<file path="config.mk">
export PLATFORM = sky130hd
export DESIGN_NAME = dhc_top
export DESIGN_NICKNAME = d
export VERILOG_FILES = /design/src/common/dhc_pkg.sv /design/src/hw/dhc_sticky.sv /design/src/hw/dhc_ctrl_wr.sv /design/src/hw/dhc_top.sv
export SDC_FILE = /design/constraint.sdc
export NUM_CORES = 1
export LEC_CHECK = 0
export BUFFER_PORTS_ARGS = -buffer_cell sky130_fd_sc_hd__buf_2
export CAP_MARGIN = 20
export CORE_MARGIN = 5
export CORE_UTILIZATION = 35
export CTS_CLUSTER_DIAMETER = 200
export DETAILED_ROUTE_END_ITERATION = 10
export PLACE_DENSITY = 0.76
export SLEW_MARGIN = 20
export SYNTH_ARGS = -nofsm -noshare
export SYNTH_HDL_FRONTEND = slang
export SYNTH_HIERARCHICAL = 1
export SYNTH_SLANG_ARGS = --single-unit
export TNS_END_PERCENT = 100
</file>
<file path="constraint.sdc">
create_clock -name i_clock -period 2.1 [get_ports i_clock]
set_input_delay 0.42 -clock i_clock [delete_from_list [all_inputs] [get_ports i_clock]]
set_output_delay 0.42 -clock i_clock [all_outputs]
set_load 0.02 [all_outputs]
</file>
<file path="src/common/dhc_pkg.sv">
package dhc_pkg;
  localparam logic [15:0] KEY_VALUE      = 16'ha05f;
  localparam int          KEY_HI         = 31;
  localparam int          KEY_LO         = 16;
  localparam int          BIT_DEBUGEN    = 0;
  localparam int          BIT_HALT       = 1;
  localparam int          BIT_STEP       = 2;
  localparam int          BIT_MASKINTS   = 3;
  localparam int          BIT_REGRDY     = 16;
  localparam int          BIT_S_HALT     = 17;
  localparam int          BIT_SLEEP      = 18;
  localparam int          BIT_LOCKUP     = 19;
  localparam int          BIT_RETIRE     = 24;
  localparam int          BIT_RESET_ST   = 25;
  localparam logic [3:0]  CTRL_RESET     = 4'h0;

  // access from the debug side
  typedef struct packed {
    logic        wr;       // write strobe
    logic        rd;       // read strobe
    logic        from_ext; // access from the external debug port
    logic [31:0] wdata;
  } dhc_acc_t;

  // core state seen by this block
  typedef struct packed {
    logic halted;
    logic sleeping;
    logic locked;
    logic retired;    // instruction completed this cycle
    logic core_reset; // processor reset seen this cycle
    logic sel_write;  // write to core register selector
    logic xfer_done;  // core register transfer finished
  } dhc_core_t;

  // control outputs to the core
  typedef struct packed {
    logic halt_req;
    logic step_en;
    logic mask_ints;
    logic debug_en;
  } dhc_ctrl_t;

  typedef enum logic [1:0] {
    ST_RUN   = 2'b00,
    ST_HALT  = 2'b01
  } dhc_state_t;
endpackage

</file>
<file path="src/hw/dhc_sticky.sv">
`timescale 1ns/1ps
// sticky flag: set wins over read clear
module dhc_sticky (
  input  wire logic i_clock,   // system clock
  input  wire logic i_rst,     // synchronous reset, forces flag
  input  wire logic i_rst_val, // value taken on reset
  input  wire logic i_set,     // event
  input  wire logic i_clr,     // read clear
  output logic      o_flag     // flag value
);
  logic flag_reg;
  logic flag_next;

  always_comb begin
    flag_next = flag_reg;
    if (i_clr) begin
      flag_next = 1'b0;
    end
    if (i_set) begin
      flag_next = 1'b1;
    end
  end

  always_ff @(posedge i_clock) begin
    if (i_rst) begin
      flag_reg <= i_rst_val;
    end else begin
      flag_reg <= flag_next;
    end
  end

  assign o_flag = flag_reg;
endmodule

</file>
<file path="src/hw/dhc_ctrl_wr.sv">
`timescale 1ns/1ps
// key check and control half update
module dhc_ctrl_wr (
  input  wire logic           i_clock,   // system clock
  input  wire logic           i_por,     // power-on reset
  input  wire dhc_pkg::dhc_acc_t i_acc,  // access
  output dhc_pkg::dhc_ctrl_t  o_ctrl     // stored control bits
);
  dhc_pkg::dhc_ctrl_t ctrl_reg;
  dhc_pkg::dhc_ctrl_t ctrl_next;
  logic               key_ok;

  assign key_ok = i_acc.wdata[dhc_pkg::KEY_HI:dhc_pkg::KEY_LO]
                  == dhc_pkg::KEY_VALUE;

  always_comb begin
    ctrl_next = ctrl_reg;
    if (i_acc.wr && key_ok) begin
      ctrl_next.halt_req  = i_acc.wdata[dhc_pkg::BIT_HALT];
      ctrl_next.step_en   = i_acc.wdata[dhc_pkg::BIT_STEP];
      ctrl_next.mask_ints = i_acc.wdata[dhc_pkg::BIT_MASKINTS];
      if (i_acc.from_ext) begin
        ctrl_next.debug_en = i_acc.wdata[dhc_pkg::BIT_DEBUGEN];
      end
    end
  end

  always_ff @(posedge i_clock) begin
    if (i_por) begin
      ctrl_reg <= dhc_pkg::CTRL_RESET;
    end else begin
      ctrl_reg <= ctrl_next;
    end
  end

  assign o_ctrl = ctrl_reg;

  a_key_guard: assert property (@(posedge i_clock) disable iff (i_por)
    (i_acc.wr && !key_ok) |=> $stable(ctrl_reg))
    else $error("control changed without key");
  a_en_ext_only: assert property (@(posedge i_clock) disable iff (i_por)
    (i_acc.wr && !i_acc.from_ext) |=> $stable(ctrl_reg.debug_en))
    else $error("enable changed by core write");
endmodule

</file>
<file path="src/hw/dhc_top.sv">
`timescale 1ns/1ps
module dhc_top (
  input  wire logic               i_clock,     // 200 MHz clock
  input  wire logic               i_sys_rst,   // sync reset, local
  input  wire logic               i_por,       // sync power-on reset
  input  wire dhc_pkg::dhc_acc_t  i_acc,       // register access
  input  wire dhc_pkg::dhc_core_t i_core,      // core status
  output logic [31:0]             o_rdata,     // read data
  output dhc_pkg::dhc_ctrl_t      o_ctrl,      // effective controls
  output logic                    o_debug_state // in debug state
);
  dhc_pkg::dhc_ctrl_t ctrl_raw;
  dhc_pkg::dhc_state_t st_reg;
  dhc_pkg::dhc_state_t st_next;
  logic [31:0] rdata_reg;
  logic [31:0] rdata_next;
  logic        rdy_reg;
  logic        rdy_next;
  logic        lock_reg;
  logic        lock_next;
  logic        reset_flag;
  logic        retire_flag;
  logic        entering;

  dhc_ctrl_wr u_ctrl (
    .i_clock (i_clock),
    .i_por   (i_por),
    .i_acc   (i_acc),
    .o_ctrl  (ctrl_raw)
  );

  dhc_sticky u_reset_st (
    .i_clock   (i_clock),
    .i_rst     (i_por),
    .i_rst_val (1'b1),
    .i_set     (i_core.core_reset | i_sys_rst),
    .i_clr     (i_acc.rd),
    .o_flag    (reset_flag)
  );

  dhc_sticky u_retire_st (
    .i_clock   (i_clock),
    .i_rst     (i_por),
    .i_rst_val (1'b0),
    .i_set     (i_core.retired && st_reg == dhc_pkg::ST_RUN),
    .i_clr     (i_acc.rd),
    .o_flag    (retire_flag)
  );

  // controls reach the core only while halting debug is enabled
  always_comb begin
    o_ctrl = '0;
    if (ctrl_raw.debug_en) begin
      o_ctrl = ctrl_raw;
    end
  end

  assign entering = (st_reg == dhc_pkg::ST_RUN) && i_core.halted;

  always_comb begin
    st_next = st_reg;
    case (st_reg)
      dhc_pkg::ST_RUN: begin
        if (i_core.halted) begin
          st_next = dhc_pkg::ST_HALT;
        end
      end
      dhc_pkg::ST_HALT: begin
        if (!i_core.halted) begin
          st_next = dhc_pkg::ST_RUN;
        end
      end
      default: st_next = dhc_pkg::ST_RUN;
    endcase
  end

  always_comb begin
    rdy_next = rdy_reg;
    if (i_core.sel_write) begin
      rdy_next = 1'b0;
    end
    if (i_core.xfer_done) begin
      rdy_next = 1'b1;
    end
    lock_next = i_core.locked;
    if (entering || i_core.halted) begin
      lock_next = 1'b0;
    end
  end

  // read image, reserved bits zero, key never returned
  always_comb begin
    rdata_next = rdata_reg;
    if (i_acc.rd) begin
      rdata_next = '0;
      rdata_next[dhc_pkg::BIT_RESET_ST] = reset_flag;
      rdata_next[dhc_pkg::BIT_RETIRE]   = retire_flag;
      rdata_next[dhc_pkg::BIT_LOCKUP]   = lock_reg && i_acc.from_ext;
      rdata_next[dhc_pkg::BIT_SLEEP]    = i_core.sleeping;
      rdata_next[dhc_pkg::BIT_S_HALT]   = st_reg == dhc_pkg::ST_HALT;
      rdata_next[dhc_pkg::BIT_REGRDY]   = rdy_reg;
      rdata_next[dhc_pkg::BIT_DEBUGEN]  = ctrl_raw.debug_en;
      rdata_next[dhc_pkg::BIT_HALT]     = ctrl_raw.halt_req;
      rdata_next[dhc_pkg::BIT_STEP]     = ctrl_raw.step_en;
      rdata_next[dhc_pkg::BIT_MASKINTS] = ctrl_raw.mask_ints;
    end
  end

  always_ff @(posedge i_clock) begin
    if (i_sys_rst || i_por) begin
      st_reg    <= dhc_pkg::ST_RUN;
      rdata_reg <= '0;
      rdy_reg   <= 1'b0;
      lock_reg  <= 1'b0;
    end else begin
      st_reg    <= st_next;
      rdata_reg <= rdata_next;
      rdy_reg   <= rdy_next;
      lock_reg  <= lock_next;
    end
  end

  assign o_rdata       = rdata_reg;
  assign o_debug_state = st_reg == dhc_pkg::ST_HALT;

  a_halt_follow: assert property (@(posedge i_clock)
    disable iff (i_sys_rst || i_por)
    i_core.halted |=> o_debug_state)
    else $error("halted flag not set");
  a_reset_sticky: assert property (@(posedge i_clock)
    disable iff (i_por)
    i_core.core_reset |=> reset_flag)
    else $error("reset flag lost");
  a_retire_set: assert property (@(posedge i_clock)
    disable iff (i_sys_rst || i_por)
    (i_core.retired && !o_debug_state) |=> retire_flag)
    else $error("retire flag not set");
  a_read_clear: assert property (@(posedge i_clock)
    disable iff (i_sys_rst || i_por)
    (i_acc.rd && !i_core.retired) |=> !retire_flag)
    else $error("retire flag not cleared");
  a_lock_port: assert property (@(posedge i_clock)
    disable iff (i_sys_rst || i_por)
    (i_acc.rd && !i_acc.from_ext) |=> !o_rdata[dhc_pkg::BIT_LOCKUP])
    else $error("lockup visible to core");
  a_lock_entry: assert property (@(posedge i_clock)
    disable iff (i_sys_rst || i_por)
    entering |=> !lock_reg)
    else $error("lockup not cleared");
  a_rdy_clear: assert property (@(posedge i_clock)
    disable iff (i_sys_rst || i_por)
    (i_core.sel_write && !i_core.xfer_done) |=> !rdy_reg)
    else $error("ready not cleared");
  a_rdy_set: assert property (@(posedge i_clock)
    disable iff (i_sys_rst || i_por)
    i_core.xfer_done |=> rdy_reg)
    else $error("ready not set");
  a_en_gate: assert property (@(posedge i_clock)
    disable iff (i_por)
    !ctrl_raw.debug_en |-> (o_ctrl == '0))
    else $error("controls leak while disabled");

  c_halt_entry: cover property (@(posedge i_clock) entering);
  c_xfer: cover property (@(posedge i_clock)
    i_core.sel_write ##[1:20] i_core.xfer_done);
  c_read_retire: cover property (@(posedge i_clock)
    i_acc.rd && i_core.retired);
endmodule

</file>
==> impl_metrics.toml <==
[global_routing]
grt_antenna_before_repair = 0
grt-ovfl-total = 0
grt_first_pass_wirelength_mm = 3.091
grt_max_degree = 14
grt_pass1_vias = 678
track_usage_pct = 9.291

[setup_path]
worst_setup_path_end_kind = "register"
cp_cell_sequence = "buf_2 > or4b_1 > or4_4 > or3_1 > a21oi_1"
rr_startpoint = "st_reg[0]$_SDFFE_PP0P_"
crit_fanout = 2
critical_path_buf_inv_count = 1
worst-r2r-setup-slack_ns = 1.00
timing.reg2reg.worst_path_depth = 2
timing.critical_path.from_type = "input pin"
crit_path_max_incr_delay_ns = 0.54
worst_ep_arrival_time_ns = 2.08
worstReg2RegEnd = "u_retire_st/o_flag$_DFFE_PP_"
timing.critical_path.required_ns = 2.33
crit_slowest_cell = "sky130_fd_sc_hd__or4b_1"
critical_path_class = "input pin to register"
worst_path_dominant_cell_family = "simple AND/OR/NAND/NOR gates"

[cells_and_area]
synthToLayoutAreaGrowth_pct = 20.24
non_filler_instance_count_after_layout = 187
diodes = 0
largest_reg_flops = 10
drive_gt1_share_pct = 37.82
nets = 203
final_cell_area_um2 = 1234

[clock_network]
clock_tree_from_tritoncts = "yes"
cts_num_sinks = 19
htree_levels = 1
cts-hold-fix-buffers = 0
cts_root_buffer = "sky130_fd_sc_hd__clkbuf_4"
clkTransAtPathRegs_ns = 0.10
post_cts.resized_instances = 0
cts_inserted_buffers = 3
post-cts-setup-buffers = 0
clock_latency_late_sink_ns = 0.29
cts_buffer_depth = 2

[routing]
routed_wl_mm = 2.076
drtIter0Drc = 25
detail-route-antenna-nets = 0
first_pass_iters = 4
detail_route.drc_violations = 0
vias_after_detailed_routing = 821
wl_per_cell_um = 11.10
via_to_cell_ratio = 4.390

[power]
internal-power_mw = 0.4942
vdd.ir_drop.worst_v = 0.0004811
power.density_cell_area_nw_per_um2 = 554.6
power.sequential.fraction_pct = 55.7
clock_power_share_pct = 26.3
netSwitchingPower_mw = 0.1900
switching_share_pct = 27.77
leakagePower_nw = 0.6204
power.share.combinational_pct = 18.0

[synth]
netlist_instances = 106
ys_ff_latch = 19
fraction_of_the_mapped_netlist_area_in_compound_gates_pct = 4.878
combinational_family_with_the_most_area_after_synthesis = "simple AND/OR/NAND/NOR gates"
synth-async-reset-ratio_pct = 0
synthesis.yosys.warnings = 6
total_standard_cell_area_after_synthesis_um2 = 1026
synth_top_cell_area_share_pct = 33.17
synth_sequential_area_ratio_pct = 39.02
synthesis.area_per_instance_um2 = 9.679
synth_largest_area_cell = "sky130_fd_sc_hd__dfxtp_1"
yosys.cell_types.count = 28
yosys-top-cells-area = "sky130_fd_sc_hd__dfxtp_1 33%, sky130_fd_sc_hd__buf_4 17%, sky130_fd_sc_hd__mux2i_1 8.8%, sky130_fd_sc_hd__edfxtp_1 5.9%, sky130_fd_sc_hd__nor2_1 3.7%"
post_synth_xor_area_fraction_pct = 0.8537
synth-simple-area-share_pct = 23.29
synth-edff-count = 2
post_synth_mux_area_share_pct = 10.98
synth_flop_cell = "sky130_fd_sc_hd__dfxtp_1"
synth_fa_ha_area_share_pct = 1.220

[placement]
place.port_buffers = 47
place_area_um2 = 1206
placed_cells_incl_taps = 183
hpwlAfterDp_mm = 1.714
gp_congestion = 0.7106

[timing]
worst_max_slew_margin_expressed_relative_to_the_limit_pct = 67.23
report.final.slew_viol_count = 0
fmax_mhz = 540.3
min_period_ns = 1.851
setup_tns_ns = 0
rsz0062_at_grt = "false"
tightest_slew_ns = 0.4871
period_utilization_pct = 88.13
post_route_clock_skew_ns = 0.002868
hold_viol_final = 0
report.final.setup_viol = 0

[hold_path]
worstHoldPathCells = 2
hp-start = "i_core[6]"
hold_path.class = "input pin to register"
worstHoldEndpoint = "lock_reg$_SDFF_PP0_"

[floorplan]
core_region_area_um2 = 2781
floorplan.initialDensity_pct = 36.89
num_rows = 19
die_height_um = 64.14
die_outline_width_um = 64.14
top_level_ports = 82
fp.dieArea_um2 = 4114

[run]
max_cap_viol_count = 0

[outcome]
outcome = "complete, no violations"
[cell type report]
type                    count  area (µm²)
multi-input cells          82       513.0
well taps                  31       38.79
clock inverters             1       5.005
clock buffers               3       22.52
repair buffers             48       242.7
flip-flops and latches     19       400.4
fillers                   304        1548
inverters                   3       11.26
[cells by family after synthesis]
group | count (synthesis)
AO/OA/AOI/OAI | 10
XOR/XNOR | 1
adder cells (fa/ha/maj) | 1
buffers and inverters | 27
flip-flops | 19
multiplexers | 11
other | 2
AND/OR/NAND/NOR | 35
[layer usage]
layer  vias up  track usage, %  share of wire [%]
li1        415               -                  -
met1       366           10.67                 39
met2        38           15.45                 49
met3         2           5.079                 11
met4         0           1.527               0.48
met5         -               0                  0
[cells in the mapped netlist (2+ instances only)]
master / count
sky130_fd_sc_hd__buf_4: 23
sky130_fd_sc_hd__dfxtp_1: 17
sky130_fd_sc_hd__nor2_1: 10
sky130_fd_sc_hd__mux2i_1: 9
sky130_fd_sc_hd__a21oi_1: 6
sky130_fd_sc_hd__nand3_1: 5
sky130_fd_sc_hd__o21ai_0: 4
sky130_fd_sc_hd__and2_1: 3
sky130_fd_sc_hd__inv_1: 3
sky130_fd_sc_hd__or3_1: 3
sky130_fd_sc_hd__conb_1: 2
sky130_fd_sc_hd__edfxtp_1: 2
sky130_fd_sc_hd__mux2_2: 2
sky130_fd_sc_hd__nand2b_1: 2
sky130_fd_sc_hd__or4b_1: 2
[per-stage QoR]
stage / setup WS (ns) / hold slack (ns) / power [mW] / utilization [%]
floorplan: 0.07648 / 0.4456 / 0.5025 / -
global placement: -0.03949 / 0.4583 / 0.5105 / 43.36
detailed placement: -0.05532 / 0.4609 / 0.5124 / 43.36
CTS: 0.2641 / 0.3066 / 0.6974 / 44.35
global route: 0.2440 / 0.3074 / 0.7272 / 44.35
finish: 0.2493 / 0.3192 / 0.6842 / 44.35
[power groups by stage]
stage / Clock [mW] / Combinational, mW / Sequential [mW]
floorplan: 0 / 0.108 / 0.394
global route: 0.210 / 0.134 / 0.383
CTS: 0.193 / 0.123 / 0.381
global placement: 0 / 0.121 / 0.389
finish: 0.180 / 0.123 / 0.381
detailed placement: 0 / 0.123 / 0.390
[layout by cell type (no fill, tap or decap)]
cell type / Yosys / final
sky130_fd_sc_hd__mux2i_1: 9 / 9
sky130_fd_sc_hd__or4b_1: 2 / 2
sky130_fd_sc_hd__nor2_1: 10 / 10
sky130_fd_sc_hd__nand4bb_4: 1 / 1
sky130_fd_sc_hd__nor2b_1: 1 / 1
sky130_fd_sc_hd__or3_1: 3 / 3
sky130_fd_sc_hd__o21ai_0: 4 / 4
sky130_fd_sc_hd__xor2_1: 1 / 1
sky130_fd_sc_hd__and2_1: 3 / 3
sky130_fd_sc_hd__clkbuf_4: 0 / 3
sky130_fd_sc_hd__conb_1: 2 / 24
sky130_fd_sc_hd__buf_2: 0 / 47
sky130_fd_sc_hd__mux2_2: 2 / 2
sky130_fd_sc_hd__or2_4: 1 / 1
sky130_fd_sc_hd__buf_4: 23 / 1
sky130_fd_sc_hd__or2_2: 1 / 1
sky130_fd_sc_hd__dfxtp_1: 17 / 17
sky130_fd_sc_hd__and3_1: 1 / 1
sky130_fd_sc_hd__nor4b_4: 1 / 1
sky130_fd_sc_hd__edfxtp_1: 2 / 2
sky130_fd_sc_hd__ha_1: 1 / 1
sky130_fd_sc_hd__nand2b_1: 2 / 2
sky130_fd_sc_hd__nand3_1: 5 / 5
sky130_fd_sc_hd__or4_4: 1 / 1
sky130_fd_sc_hd__nand4_1: 1 / 1
sky130_fd_sc_hd__nor4_1: 1 / 1
sky130_fd_sc_hd__clkinv_2: 0 / 1
sky130_fd_sc_hd__a21oi_1: 6 / 6
sky130_fd_sc_hd__inv_1: 3 / 3
sky130_fd_sc_hd__nand2_1: 1 / 1
[worst max path at each step]
stage          slack [ns]      start                             to  depth (start not counted)
2_1_floorplan        0.08  i_acc[21]  u_ctrl/o_ctrl[0]$_SDFFE_PP0P_                          4
3_3_place_gp        -0.04  i_acc[21]  u_ctrl/o_ctrl[0]$_SDFFE_PP0P_                          5
3_5_place_dp        -0.06  i_acc[21]  u_ctrl/o_ctrl[0]$_SDFFE_PP0P_                          5
4_1_cts              0.26  i_acc[21]  u_ctrl/o_ctrl[0]$_SDFFE_PP0P_                          5
5_1_grt              0.24  i_acc[21]  u_ctrl/o_ctrl[0]$_SDFFE_PP0P_                          5
6_report             0.25  i_acc[21]  u_ctrl/o_ctrl[0]$_SDFFE_PP0P_                          5
(Power assumes the default switching activity.)
